### src/design/ld_route_pkg.sv
// Constants for the logical device decode and IRQ/DMA routing block.
// Assumes one 125 MHz clock and single-cycle host I/O strobes.
package ld_route_pkg;

  // ****************************************
  // Configuration register indices
  // ****************************************
  localparam logic [7:0] IDX_SOFT_RESET = 8'h02;
  localparam logic [7:0] IDX_LDN = 8'h07;
  localparam logic [7:0] IDX_POWER = 8'h22;
  localparam logic [7:0] IDX_CFG_BASE_LOW = 8'h26;
  localparam logic [7:0] IDX_CFG_BASE_HIGH = 8'h27;
  localparam logic [7:0] IDX_ACTIVATE = 8'h30;
  localparam logic [7:0] IDX_BASE_HIGH = 8'h60;
  localparam logic [7:0] IDX_BASE_LOW = 8'h61;
  localparam logic [7:0] IDX_INTERRUPT_LINE_SELECT = 8'h70;
  localparam logic [7:0] IDX_DMA_CHANNEL_SELECT = 8'h74;
  localparam logic [7:0] IDX_DMA_SECOND_SELECT = 8'h75;
  localparam int SOFT_RESET_BIT = 0;
  localparam int ACTIVATE_BIT = 0;

  // ****************************************
  // Logical devices, one slot each
  // ****************************************
  localparam int NUM_SLOTS = 8;
  localparam logic [7:0][7:0] LD_NUMBERS = {8'h0E, 8'h0D, 8'h0C, 8'h0B, 8'h05, 8'h04, 8'h03, 8'h00};
  localparam logic [2:0] SLOT_FLOPPY = 3'h0;
  localparam logic [2:0] SLOT_PARALLEL = 3'h1;
  localparam logic [2:0] SLOT_UART2 = 3'h3;
  localparam int FIRST_UART_SLOT = 2;
  localparam int NUM_UARTS = 6;

  // ****************************************
  // Base address ranges and decode
  // ****************************************
  localparam logic [11:0] BASE_MIN = 12'h100;
  localparam logic [11:0] BASE_MAX_8 = 12'hFF8;
  localparam logic [11:0] BASE_MAX_4 = 12'hFFC;
  localparam logic [11:0] CFG_BASE_MAX = 12'hFFE;
  localparam logic [11:0] CFG_BASE_STRAP_LOW = 12'h02E;
  localparam logic [11:0] CFG_BASE_STRAP_HIGH = 12'h04E;
  localparam logic [11:0] BASE_RESET = 12'h000;

  // ****************************************
  // Serial port window offsets
  // ****************************************
  localparam logic [2:0] UART_DATA_DIVLO_OFF = 3'h0;
  localparam logic [2:0] UART_IER_DIVHI_OFF = 3'h1;
  localparam logic [2:0] UART_IDENT_FIFO_CTRL_OFF = 3'h2;
  localparam logic [2:0] UART_LINE_CONTROL_OFF = 3'h3;
  localparam logic [2:0] UART_LINE_STATUS_OFF = 3'h5;
  localparam logic [2:0] UART_SCRATCH_OFF = 3'h7;

  // ****************************************
  // Routing fields and reset values
  // ****************************************
  localparam logic [3:0] IRQ_NONE = 4'h0;
  localparam logic [3:0] IRQ_SEL_RESET = 4'h0;
  localparam logic [3:0] IRQ_SEL_RESET_FLOPPY = 4'h6;
  localparam logic [2:0] DMA_SEL_RESET = 3'h4;
  localparam logic [2:0] DMA_SEL_RESET_FLOPPY = 3'h2;
  localparam logic [2:0] DMA_FIRST = 3'h1;
  localparam logic [2:0] DMA_LAST = 3'h3;
  localparam int NUM_DMA_SRC = 3;
  localparam logic [2:0] ECP_MODE_FIFO = 3'b010;
  localparam logic [2:0] ECP_MODE_ECP = 3'b011;
  localparam logic [2:0] ECP_MODE_TEST = 3'b110;

  typedef enum logic [1:0] {
    BOOT_WAIT0 = 2'b00,
    BOOT_WAIT1 = 2'b01,
    BOOT_LOAD = 2'b11,
    BOOT_RUN = 2'b10
  } boot_t;

endpackage

### src/design/irq_line_router.sv
// Routes each slot's gated interrupt onto one of fifteen host lines.
// Assumes gates and requests come from logic on the same clock.
module irq_line_router (
  input wire logic clk,
  input wire logic rst_n,
  input wire logic [7:0] gate,
  input wire logic [7:0] req,
  input wire logic [7:0][3:0] sel,
  output logic [15:1] irq_line
);

  typedef struct packed {
    logic [15:1] line;
  } irq_state_t;

  irq_state_t s_q;
  irq_state_t s_d;

  // ****************************************
  // Selection decode
  // ****************************************
  always_comb
  begin
    s_d = '0;
    for (int i = 0; i < 8; i++)
    begin
      if (sel[i] != ld_route_pkg::IRQ_NONE && gate[i] && req[i])
      begin
        s_d.line[sel[i]] = 1'b1;
      end
    end
  end

  always_ff @(posedge clk or negedge rst_n)
  begin
    if (!rst_n)
    begin
      s_q <= '0;
    end
    else
    begin
      s_q <= s_d;
    end
  end

  assign irq_line = s_q.line;

endmodule

### src/design/dma_channel_router.sv
// Routes the gated transfer requests onto DMA channels 1 to 3.
// Assumes gates and requests come from logic on the same clock.
module dma_channel_router (
  input wire logic clk,
  input wire logic rst_n,
  input wire logic [2:0] gate,
  input wire logic [2:0] req,
  input wire logic [2:0][2:0] sel,
  output logic [3:1] dma_req
);

  typedef struct packed {
    logic [3:1] chan;
  } dma_state_t;

  dma_state_t s_q;
  dma_state_t s_d;

  // ****************************************
  // Channel decode
  // ****************************************
  always_comb
  begin
    s_d = '0;
    for (int i = 0; i < ld_route_pkg::NUM_DMA_SRC; i++)
    begin
      if (sel[i] >= ld_route_pkg::DMA_FIRST && sel[i] <= ld_route_pkg::DMA_LAST && gate[i] && req[i])
      begin
        s_d.chan[sel[i][1:0]] = 1'b1;
      end
    end
  end

  always_ff @(posedge clk or negedge rst_n)
  begin
    if (!rst_n)
    begin
      s_q <= '0;
    end
    else
    begin
      s_q <= s_d;
    end
  end

  assign dma_req = s_q.chan;

endmodule

### src/design/ld_route_top.sv
// Configuration registers, base decode and IRQ/DMA routing of the
// logical devices. Assumes io_wr and io_rd are one-cycle strobes from
// the host bus controller on clk; function enables arrive on clk too.

// Notes on behaviour
// - Extra serial ports take bases 0x0100..0x0FF8 on eight-byte boundaries.
// - Serial window: data 0, enable 1, ident 2, line 3, status 5, scratch 7.
// - Index port at configuration base, data at base+1, moved by 0x26/0x27.
// - Strap low puts configuration port at 0x02E, high at 0x04E.
// - Match address bits 11..0; claim only when bits 15..12 are zero.
// - Index 0x70 low nibble picks IRQ line; zero picks none.
// - Interrupt selection resets to 0x00, floppy to 0x06.
// - Routed interrupts are active high; management interrupt is active low.
// - Interrupt needs nonzero selection plus the function's own enable bits.
// - Serial interrupt needs an enable bit 0..3 and aux output two set.
// - IRQ lines nobody selects and enables stay low.
// - All IRQ numbers 1 to 15 can be routed.
// - Index 0x74 bits 2..0: codes 1..3 pick channel, others none.
// - DMA selection resets to 0x02 floppy, 0x04 others; floppy selection is writable like the others.
// - DMA active only with selection 1..3 and function enable.
// - DMA channels nobody selects and enables stay idle.
// - Function disable, inactive device or bad base kills routed outputs.
// - Floppy routing off when transfer gate clear or powered down.
// - Standard and EPP parallel interrupt off while printer gate clear.
// - ECP: DMA follows transfer gate; IRQ follows service mask clear for 010, 011, 110.
// - Second serial port DMA follows its own DMA enable.
// - Activate and power bits are one bit; either write sets both.
// - Device with an out-of-range base is never claimed.
// - Index 0x75 ignores writes and reads zero.
module ld_route_top (
  input wire logic clk,
  input wire logic arst_n,
  input wire logic config_address_strap,
  input wire logic [15:0] io_addr,
  input wire logic io_wr,
  input wire logic io_rd,
  input wire logic [7:0] io_wdata,
  output logic [7:0] io_rdata,
  output logic io_rvalid,
  output logic cfg_claim,
  output logic [7:0] dev_select,
  output logic [2:0] dev_offset,
  output logic [7:0] uart_reg_sel,
  input wire logic [7:0] irq_source,
  input wire logic [2:0] dma_source,
  input wire logic floppy_transfer_gate,
  input wire logic floppy_powered_down,
  input wire logic printer_irq_gate,
  input wire logic [2:0] parallel_mode,
  input wire logic ecp_service_mask,
  input wire logic ecp_transfer_gate,
  input wire logic [5:0][3:0] uart_interrupt_enable,
  input wire logic [5:0] uart_aux_output_two,
  input wire logic uart2_transfer_gate,
  input wire logic mgmt_source,
  input wire logic mgmt_enable,
  output logic [15:1] irq_line,
  output logic mgmt_interrupt_n,
  output logic [3:1] dma_req
);

  typedef struct packed {
    logic strap_meta;
    logic strap_sync;
    ld_route_pkg::boot_t boot;
    logic [7:0] index;
    logic [7:0] ldn;
    logic [11:0] cfg_base;
    logic [7:0] act;
    logic [7:0][11:0] base;
    logic [7:0][3:0] irq_sel;
    logic [7:0][2:0] dma_sel;
    logic [7:0] rdata;
    logic rvalid;
    logic mgmt;
  } state_t;

  // ****************************************
  // Functions
  // ****************************************
  function automatic state_t reset_state();
    state_t r;
    r = '0;
    r.boot = ld_route_pkg::BOOT_WAIT0;
    r.cfg_base = ld_route_pkg::CFG_BASE_STRAP_LOW;
    for (int i = 0; i < ld_route_pkg::NUM_SLOTS; i++)
    begin
      r.base[i] = ld_route_pkg::BASE_RESET;
      r.irq_sel[i] = ld_route_pkg::IRQ_SEL_RESET;
      r.dma_sel[i] = ld_route_pkg::DMA_SEL_RESET;
    end
    r.irq_sel[ld_route_pkg::SLOT_FLOPPY] = ld_route_pkg::IRQ_SEL_RESET_FLOPPY;
    r.dma_sel[ld_route_pkg::SLOT_FLOPPY] = ld_route_pkg::DMA_SEL_RESET_FLOPPY;
    return r;
  endfunction

  localparam state_t ST_RST = reset_state();

  // Returns {hit, slot} for a logical device number
  function automatic logic [3:0] slot_of(input logic [7:0] ldn);
    logic [3:0] r;
    r = 4'h0;
    for (int i = 0; i < ld_route_pkg::NUM_SLOTS; i++)
    begin
      if (ld_route_pkg::LD_NUMBERS[i] == ldn)
      begin
        r = {1'b1, i[2:0]};
      end
    end
    return r;
  endfunction

  // Parallel port may sit on four-byte boundaries, all others on eight
  function automatic logic base_ok(input int slot, input logic [11:0] b);
    logic ok;
    ok = 1'b0;
    if (slot == int'(ld_route_pkg::SLOT_PARALLEL))
    begin
      ok = b >= ld_route_pkg::BASE_MIN && b <= ld_route_pkg::BASE_MAX_4 && b[1:0] == 2'h0;
    end
    else
    begin
      ok = b >= ld_route_pkg::BASE_MIN && b <= ld_route_pkg::BASE_MAX_8 && b[2:0] == 3'h0;
    end
    return ok;
  endfunction

  // Address window match for one slot
  function automatic logic base_hit(input int slot, input logic [11:0] b, input logic [15:0] a);
    logic hit;
    hit = 1'b0;
    if (slot == int'(ld_route_pkg::SLOT_PARALLEL) && b[2])
    begin
      hit = a[11:2] == b[11:2];
    end
    else
    begin
      hit = a[11:3] == b[11:3];
    end
    return hit && a[15:12] == 4'h0;
  endfunction

  // ****************************************
  // Reset release and state
  // ****************************************
  logic [1:0] rst_sync_q;
  logic rst_n;
  state_t s_q;
  state_t s_d;

  always_ff @(posedge clk or negedge arst_n)
  begin
    if (!arst_n)
    begin
      rst_sync_q <= 2'h0;
    end
    else
    begin
      rst_sync_q <= {rst_sync_q[0], 1'b1};
    end
  end

  assign rst_n = rst_sync_q[1];

  // ****************************************
  // Host decode
  // ****************************************
  logic [3:0] cur;
  logic cur_hit;
  logic [2:0] cur_slot;
  logic idx_hit;
  logic data_hit;
  logic [7:0][0:0] valid_base;
  logic [7:0] gate_irq;
  logic [2:0] gate_dma;
  logic ecp_forced;

  assign cur = slot_of(s_q.ldn);
  assign cur_hit = cur[3];
  assign cur_slot = cur[2:0];
  assign idx_hit = io_addr[15:12] == 4'h0 && io_addr[11:0] == s_q.cfg_base;
  assign data_hit = io_addr[15:12] == 4'h0 && io_addr[11:0] == s_q.cfg_base + 12'h001;
  assign cfg_claim = idx_hit || data_hit;
  assign dev_offset = io_addr[2:0];

  always_comb
  begin
    for (int i = 0; i < ld_route_pkg::NUM_SLOTS; i++)
    begin
      valid_base[i] = base_ok(i, s_q.base[i]);
      dev_select[i] = s_q.act[i] && valid_base[i][0] && base_hit(i, s_q.base[i], io_addr);
    end
  end

  // One-hot register strobe for whichever serial port is addressed
  always_comb
  begin
    uart_reg_sel = 8'h00;
    if (|dev_select[7:ld_route_pkg::FIRST_UART_SLOT])
    begin
      case (io_addr[2:0])
        ld_route_pkg::UART_DATA_DIVLO_OFF,
        ld_route_pkg::UART_IER_DIVHI_OFF,
        ld_route_pkg::UART_IDENT_FIFO_CTRL_OFF,
        ld_route_pkg::UART_LINE_CONTROL_OFF,
        ld_route_pkg::UART_LINE_STATUS_OFF,
        ld_route_pkg::UART_SCRATCH_OFF: uart_reg_sel[io_addr[2:0]] = 1'b1;
        default: uart_reg_sel[io_addr[2:0]] = 1'b1;
      endcase
    end
  end

  // ****************************************
  // Function gating
  // ****************************************
  assign ecp_forced = parallel_mode == ld_route_pkg::ECP_MODE_FIFO || parallel_mode == ld_route_pkg::ECP_MODE_ECP
                      || parallel_mode == ld_route_pkg::ECP_MODE_TEST;

  always_comb
  begin
    for (int i = 0; i < ld_route_pkg::NUM_SLOTS; i++)
    begin
      gate_irq[i] = 1'b0;
      if (i >= ld_route_pkg::FIRST_UART_SLOT)
      begin
        gate_irq[i] = |uart_interrupt_enable[i - ld_route_pkg::FIRST_UART_SLOT]
                      && uart_aux_output_two[i - ld_route_pkg::FIRST_UART_SLOT];
      end
    end
    gate_irq[ld_route_pkg::SLOT_FLOPPY] = floppy_transfer_gate && !floppy_powered_down;
    gate_irq[ld_route_pkg::SLOT_PARALLEL] = ecp_forced ? !ecp_service_mask : printer_irq_gate;
    gate_irq = gate_irq & s_q.act & valid_base;
    gate_dma[0] = floppy_transfer_gate && !floppy_powered_down;
    gate_dma[1] = ecp_transfer_gate;
    gate_dma[2] = uart2_transfer_gate;
    gate_dma = gate_dma & {s_q.act[ld_route_pkg::SLOT_UART2] && valid_base[ld_route_pkg::SLOT_UART2][0],
                           s_q.act[ld_route_pkg::SLOT_PARALLEL] && valid_base[ld_route_pkg::SLOT_PARALLEL][0],
                           s_q.act[ld_route_pkg::SLOT_FLOPPY] && valid_base[ld_route_pkg::SLOT_FLOPPY][0]};
  end

  // ****************************************
  // Register next state
  // ****************************************
  always_comb
  begin
    s_d = s_q;
    s_d.strap_meta = config_address_strap;
    s_d.strap_sync = s_q.strap_meta;
    s_d.rvalid = 1'b0;
    s_d.mgmt = mgmt_source && mgmt_enable;
    case (s_q.boot)
      ld_route_pkg::BOOT_WAIT0: s_d.boot = ld_route_pkg::BOOT_WAIT1;
      ld_route_pkg::BOOT_WAIT1: s_d.boot = ld_route_pkg::BOOT_LOAD;
      ld_route_pkg::BOOT_LOAD:
      begin
        s_d.boot = ld_route_pkg::BOOT_RUN;
        s_d.cfg_base = s_q.strap_sync ? ld_route_pkg::CFG_BASE_STRAP_HIGH
                                      : ld_route_pkg::CFG_BASE_STRAP_LOW;
      end
      ld_route_pkg::BOOT_RUN: s_d.boot = ld_route_pkg::BOOT_RUN;
      default: s_d.boot = ld_route_pkg::BOOT_WAIT0;
    endcase
    if (io_wr && idx_hit)
    begin
      s_d.index = io_wdata;
    end
    if (io_wr && data_hit)
    begin
      case (s_q.index)
        ld_route_pkg::IDX_SOFT_RESET:
        begin
          if (io_wdata[ld_route_pkg::SOFT_RESET_BIT])
          begin
            s_d.act = ST_RST.act;
            s_d.irq_sel = ST_RST.irq_sel;
            s_d.dma_sel = ST_RST.dma_sel;
          end
        end
        ld_route_pkg::IDX_LDN: s_d.ldn = io_wdata;
        ld_route_pkg::IDX_POWER: s_d.act = io_wdata;
        ld_route_pkg::IDX_CFG_BASE_LOW: s_d.cfg_base[7:0] = {io_wdata[7:1], 1'b0};
        ld_route_pkg::IDX_CFG_BASE_HIGH: s_d.cfg_base[11:8] = io_wdata[3:0];
        default: s_d.index = s_d.index;
      endcase
      if (cur_hit)
      begin
        case (s_q.index)
          ld_route_pkg::IDX_ACTIVATE: s_d.act[cur_slot] = io_wdata[ld_route_pkg::ACTIVATE_BIT];
          ld_route_pkg::IDX_BASE_HIGH: s_d.base[cur_slot][11:8] = io_wdata[3:0];
          ld_route_pkg::IDX_BASE_LOW: s_d.base[cur_slot][7:0] = io_wdata;
          ld_route_pkg::IDX_INTERRUPT_LINE_SELECT: s_d.irq_sel[cur_slot] = io_wdata[3:0];
          ld_route_pkg::IDX_DMA_CHANNEL_SELECT: s_d.dma_sel[cur_slot] = io_wdata[2:0];
          default: s_d.index = s_d.index;
        endcase
      end
    end
    if (io_rd && cfg_claim)
    begin
      s_d.rvalid = 1'b1;
      s_d.rdata = 8'h00;
      if (idx_hit)
      begin
        s_d.rdata = s_q.index;
      end
      else
      begin
        case (s_q.index)
          ld_route_pkg::IDX_LDN: s_d.rdata = s_q.ldn;
          ld_route_pkg::IDX_POWER: s_d.rdata = s_q.act;
          ld_route_pkg::IDX_CFG_BASE_LOW: s_d.rdata = s_q.cfg_base[7:0];
          ld_route_pkg::IDX_CFG_BASE_HIGH: s_d.rdata = {4'h0, s_q.cfg_base[11:8]};
          ld_route_pkg::IDX_ACTIVATE: s_d.rdata = {7'h00, cur_hit && s_q.act[cur_slot]};
          ld_route_pkg::IDX_BASE_HIGH: s_d.rdata = cur_hit ? {4'h0, s_q.base[cur_slot][11:8]} : 8'h00;
          ld_route_pkg::IDX_BASE_LOW: s_d.rdata = cur_hit ? s_q.base[cur_slot][7:0] : 8'h00;
          ld_route_pkg::IDX_INTERRUPT_LINE_SELECT: s_d.rdata = cur_hit ? {4'h0, s_q.irq_sel[cur_slot]} : 8'h00;
          ld_route_pkg::IDX_DMA_CHANNEL_SELECT: s_d.rdata = cur_hit ? {5'h00, s_q.dma_sel[cur_slot]} : 8'h00;
          default: s_d.rdata = 8'h00;
        endcase
      end
    end
  end

  always_ff @(posedge clk or negedge rst_n)
  begin
    if (!rst_n)
    begin
      s_q <= ST_RST;
    end
    else
    begin
      s_q <= s_d;
    end
  end

  // ****************************************
  // Routing
  // ****************************************
  irq_line_router u_irq (
    .clk(clk),
    .rst_n(rst_n),
    .gate(gate_irq),
    .req(irq_source),
    .sel(s_q.irq_sel),
    .irq_line(irq_line)
  );

  dma_channel_router u_dma (
    .clk(clk),
    .rst_n(rst_n),
    .gate(gate_dma),
    .req(dma_source),
    .sel({s_q.dma_sel[ld_route_pkg::SLOT_UART2], s_q.dma_sel[ld_route_pkg::SLOT_PARALLEL],
          s_q.dma_sel[ld_route_pkg::SLOT_FLOPPY]}),
    .dma_req(dma_req)
  );

  assign mgmt_interrupt_n = !s_q.mgmt;
  assign io_rdata = s_q.rdata;
  assign io_rvalid = s_q.rvalid;

endmodule

### config.mk
export PLATFORM = sky130hd
export DESIGN_NAME = ld_route_top
export DESIGN_NICKNAME = d
export VERILOG_FILES = /design/src/design/ld_route_pkg.sv /design/src/design/irq_line_router.sv /design/src/design/dma_channel_router.sv /design/src/design/ld_route_top.sv
export SDC_FILE = /design/constraint.sdc
export NUM_CORES = 1
export LEC_CHECK = 0
export ABC_AREA = 1
export ABC_CLOCK_PERIOD_IN_PS = 15400
export CAP_MARGIN = 5
export CORE_ASPECT_RATIO = 1.25
export CORE_MARGIN = 10
export CORE_UTILIZATION = 60
export CTS_BUF_LIST = sky130_fd_sc_hd__clkbuf_8 sky130_fd_sc_hd__clkbuf_16
export DETAILED_ROUTE_END_ITERATION = 7
export DONT_BUFFER_PORTS = 1
export GPL_TIMING_DRIVEN = 0
export PLACE_DENSITY_LB_ADDON = 0.15
export REMOVE_ABC_BUFFERS = 1
export SETUP_SLACK_MARGIN = 0.15
export SYNTH_ARGS = -nofsm -noshare
export SYNTH_HDL_FRONTEND = slang
export SYNTH_SLANG_ARGS = --single-unit
### constraint.sdc
create_clock -name clk -period 15.4 [get_ports clk]
set_input_delay 2.31 -clock clk [delete_from_list [all_inputs] [get_ports clk]]
set_output_delay 2.31 -clock clk [all_outputs]
set_load 0.1 [all_outputs]
### Word level (Yosys, flattened, before mapping)

Cells that the tools add are included.

| word-level totals | value |
|---|---|
| register bits after elaboration | 222 |
| input bits | 81 |
| logic and storage cells | 354 |

| cells by class | value |
|---|---|
| $add $sub $neg | 1 |
| $lt $le $gt $ge | 48 |
| eq/ne operators | 34 |
| mux-type cells | 94 |
| bitwise logic cells | 12 |
| reductions and logical operators | 128 |

Operators by type and width:

| kind | number |
|---|---|
| bitwise mux 96 bit | 2 |
| one-hot mux 96 bit (2 select lines) | 1 |
| 2-to-1 mux 172 bit | 1 |
| 2-to-1 mux 56 bit | 3 |
| 2-to-1 mux 160 bit | 1 |
| 2-to-1 mux 15 bit | 8 |
| OR 15 bit | 7 |
| greater-or-equal comparator 12 x 9 -> 1 bit, second input constant | 8 |
| <= comparator 12 bit, second input constant | 8 |
| logical AND 1 bit | 92 |
| demux 12 bit (select 3 bit) | 2 |
| == test 9 bit | 8 |
| 2-to-1 mux 8 bit | 9 |
| one-hot mux 8 bit (9 select lines) | 1 |
| 2-to-1 mux 4 bit | 13 |
| < comparator 4 x 5 -> 1 bit, second input constant | 8 |
| binary-select mux 12 bit (select 3 bit) | 1 |
| 2-to-1 mux 12 bit | 3 |
| bitwise mux 32 bit | 1 |
| demux 1 bit (select 4 bit) | 8 |
| == test 4 x 8 -> 1 bit, first input constant | 4 |
| == test 8 x 6 -> 1 bit, second input constant | 4 |
| == test 8 x 7 -> 1 bit, second input constant | 4 |
| greater-or-equal comparator 4 x 1 -> 1 bit, second input constant | 8 |
| other kinds (48) | 112 |

### Logic depth before layout (Yosys ltp)

| logic depth | value |
|---|---|
| depth in word-level cells | 23 |
| mapped depth | 17 |
| gate-level depth less buffers | 16 |

### Modules after synthesis

From an unflattened synthesis, not the netlist that was laid out.

| unflattened totals | value |
|---|---|
| cell total of the unflattened synthesis | 2,072 |
| area total of the unflattened synthesis | 14,363.8 um^2 |

Modules (own cells, without submodules):

| module | instances | cells an instance | area an instance (um^2) | seq. area each (um^2) |
|---|---|---|---|---|
| ld_route_top | 1 | 1,662 | 12,269.3 | 5,122.4 |
| irq_line_router | 1 | 378 | 1,883.1 | 375.4 |
| dma_channel_router | 1 | 32 | 211.5 | 75.1 |

### Least setup slack after synthesis

OpenSTA, ideal clock, no wires.

| path | value |
|---|---|
| path type | input to output |
| start | input port io_addr[8] |
| end | output port uart_reg_sel[2] |
| data arrival time | 5,648 ps |
| data required time | 13,090 ps |
| setup slack | 7,442 ps |
| cell stages on the path | 8 |
| cells stage by stage | clkbuf_1 -> or2_2 -> a221oi_1 -> nand4_1 -> o22ai_1 -> nor2_1 -> nand2_1 -> nor3b_1 |

| on the way | value |
|---|---|
| longest elaborated chain between the ends | 5 |

RTL lines:

| item | line | text |
|---|---|---|
| start: declaration | ld_route_top.sv:34 | `input wire logic [15:0] io_addr,` |
| == test 9 bit | ld_route_top.sv:138 | `hit = a[11:3] == b[11:3];` |
| logical AND 1 bit | ld_route_top.sv:140 | `return hit && a[15:12] == 4'h0;` |
| logical AND 1 bit | ld_route_top.sv:191 | `dev_select[i] = s_q.act[i] && valid_base[i][0] && base_hit(i, s_q.base[i], io_addr);` |
| OR reduction 6 bit * | ld_route_top.sv:199 | `if (\|dev_select[7:ld_route_pkg::FIRST_UART_SLOT])` |
| 2-to-1 mux 8 bit * | ld_route_top.sv:199 |  |
| end: declaration | ld_route_top.sv:43 | `output logic [7:0] uart_reg_sel,` |

Mark *: on every way between the ends. The rest lies on a longest branch, timed or not.

### Final worst setup path

| path | value |
|---|---|
| start | input port io_addr[9] |
| end | output port uart_reg_sel[1] |

Same word-level chain as after synthesis.

==> flow_metrics.env <==
export IMPL_core_area_um2=23800
export IMPL_grt_pass1_vias=14900
export IMPL_path_class="in2out"
export IMPL_final_core_util=0.663
export IMPL_wl_um=56200
export IMPL_ioPinCount=129
export IMPL_whs_ns=0.346
export IMPL_cpMostUsedCell="nand2_1"
export IMPL_ir_drop_v=0.0000918
export IMPL_grt_antenna_before_repair=1
export IMPL_crit_required_ns=13.09
export IMPL_cts_buffer_depth=3
export IMPL_grt_max_degree=68
export IMPL_dp_hpwl_um=41000
export IMPL_die_w_um=159
export IMPL_powerDensity_nw_per_um2=81.8
export IMPL_syn_inst=2118
export IMPL_cp_start_kind="input pin"
export IMPL_slowest_delay_ns=0.87
export IMPL_worstPathMaxFanout=16
export IMPL_power_leakage_nw=7.54
export IMPL_wl_per_cell_um=23.4
export IMPL_max_freq_ghz=0.142
export IMPL_clkLatencyLatePin_ns=0.54
export IMPL_clk_pin_slew_worst_paths_ns=0.06
export IMPL_synth_avg_cell_area_um2=6.88
export IMPL_synth_edf_count=0
export IMPL_tightestPinTransition_ns=1.19
export IMPL_num_rows=63
export IMPL_reg2reg_from="s_q[184]"
export IMPL_root_buffer="clkbuf_16"
export IMPL_cts_sinks=222
export IMPL_fin_ws_ns=8.34
export IMPL_ant_nets=0
export IMPL_ys_warn_count=0
export IMPL_synth_seq_cells=222
export IMPL_r2r_end="io_rdata[2]"
export IMPL_slew_viol_final=0
export IMPL_ctsHoldBuffers=0
export IMPL_ff2ff_path_depth=14
export IMPL_gr_total_overflow=0
export IMPL_path_cells="or2_2 -> a221oi_1 -> nand4_1 -> o22ai_1 -> inv_1 -> nand2_1 -> nand2_1 -> nor2_2"
export IMPL_grt_pass1_wl_um=86000
export IMPL_io_buffers=0
export IMPL_remaining_drc_errors=0
export IMPL_cap_violations=0
export IMPL_status="completed"
export IMPL_numCtsBuffers=24
export IMPL_dpl_worst_slack_ns=8.43
export IMPL_ys_seq_area_frac=0.383
export IMPL_cts_resized=0
export IMPL_drt_iter0_drc=1927
export IMPL_synthArstFlopShare=1.00
export IMPL_grt_usage=0.350
export IMPL_setup_viol=0
export IMPL_hp_class="reg2async"
export IMPL_slowest_stage="nor2_2"
export IMPL_initial_core_util=0.612
export IMPL_cts_tree="done"
export IMPL_yosys_most_used_dff="dfrtp_1"
export IMPL_via_per_inst=6.41
export IMPL_fin_tns_setup_ns=0
export IMPL_placed_area_um2=14800
export IMPL_syn_area_um2=14600
export IMPL_gp_congestion=1.00
export IMPL_skew_ns=0.0157
export IMPL_postLayoutCellArea_um2=15800
export IMPL_die_y_um=194
export IMPL_period_needed_ns=7.06
export IMPL_relSlewSlack=0.198
export IMPL_htreeDepth=1
export IMPL_postCtsSetupBuffers=0
export IMPL_hold_viol=0
export IMPL_area_growth_pct=8.37
export IMPL_die_area_um2=31000
export IMPL_yosysUniqueCellTypes=53
export IMPL_cp_arrival_ns=4.75
export IMPL_via_count=15400
export IMPL_rsz0062_at_grt="false"
export IMPL_worstSetupEndpointType="output port"
export IMPL_fin_nets=2142
export IMPL_drtPass1Iterations=8
export IMPL_ff2ff_setup_slack_ns=10.89
export IMPL_drive_above_1_share=0.0645
export IMPL_diodes=0
export IMPL_post_route_period_util=0.459
-- synthesized netlist by cell type (21+ instances only) --
library cell,n,area share
xor2_1,21,0.013
buf_4,23,0.012
nor4_1,21,0.0090
inv_1,227,0.058
o22ai_1,44,0.019
nand2_1,611,0.16
clkbuf_1,56,0.014
nor2_1,226,0.058
nand4_1,119,0.051
dfrtp_1,208,0.36
o21ai_0,115,0.040
nand3_1,120,0.041
o211ai_1,22,0.011
a21oi_1,60,0.021
nor3_1,38,0.013
buf_2,22,0.0076
xnor2_1,48,0.029
-- layout by cell type (no fill, tap or decap), types with 6 or more instances in the layout --
cell,n
a221oi_1,11
nor4_1,21
o2111ai_1,6
nand4_1,119
dfrtp_1,207
a211oi_1,9
a21oi_1,60
dfstp_2,14
inv_1,228
nor2_1,211
nand3_1,120
xor2_1,21
nand2_1,611
or2_2,17
clkbuf_8,7
o21ai_0,115
o22ai_1,44
nor2_2,18
clkbuf_16,25
nor3_1,37
nand3_2,10
buf_16,7
o211ai_1,22
o21ai_1,10
xnor2_1,48
-- critical path, delay by kind of cell --
kind,cells,cell delay [ns]
and+or+nand+nor,5,1.75
buffers and inverters,1,0.13
AOI/OAI and AO/OA,2,0.55
-- where the power goes --
| group | switching (W) | internal (W) | leakage, nW |
|---|---|---|---|
| logic | 0.0000228 | 0.0000127 | 4.24 |
| clock network | 0.000255 | 0.000412 | 0.447 |
| registers | 0.00000349 | 0.000584 | 2.85 |
-- stage by stage --
step,std cells,power (W)
3_5_place_dp,2358,0.000634
3_3_place_gp,2341,0.000630
5_1_grt,2403,0.00132
2_1_floorplan,2016,0.000623
6_report,2403,0.00129
4_1_cts,2402,0.00129
-- final cells by class --
type | count | area, um2
clock buffer | 32 | 722
multi-input combinational | 1560 | 7670
clock inverter | 12 | 195
sequential | 222 | 5580
tap | 325 | 407
fill | 2144 | 8020
timing repair buffer | 18 | 334
inverter | 234 | 878
-- how the worst max path moves through the flow --
stage	start	slack, ns	cells after the start	endpoint
2_1_floorplan	s_q[193]	7.02	13	io_rdata[7]
4_1_cts	io_addr[9]	8.43	8	uart_reg_sel[3]
5_1_grt	io_addr[9]	8.28	8	uart_reg_sel[3]
6_report	io_addr[9]	8.34	8	uart_reg_sel[1]
3_5_place_dp	io_addr[9]	8.43	8	uart_reg_sel[1]
3_3_place_gp	s_q[193]	2.30	13	io_rdata[7]
-- logic make-up after synthesis --
| logic type | Yosys count | synth area share |
|---|---|---|
| AND/OR/NAND/NOR | 1187 | 0.357 |
| adder cells (fa/ha/maj) | 1 | 0.000859 |
| AO/OA/AOI/OAI | 301 | 0.122 |
| XOR/XNOR | 69 | 0.0415 |
| multiplexers | 1 | 0.000687 |
| buffers and inverters | 336 | 0.0949 |
| flip-flops | 222 | 0.383 |
| other | 1 | 0.000257 |
-- layer usage --
metal,global-route usage,wire length (um),part of all wire,vias up
li1,-,-,-,6899
met3,0.0733,5330,0.095,276
met1,0.388,19300,0.34,7216
met5,0,0,0,-
met2,0.584,26700,0.47,1024
met4,0.259,4900,0.087,0
(Power assumes the default switching activity.)
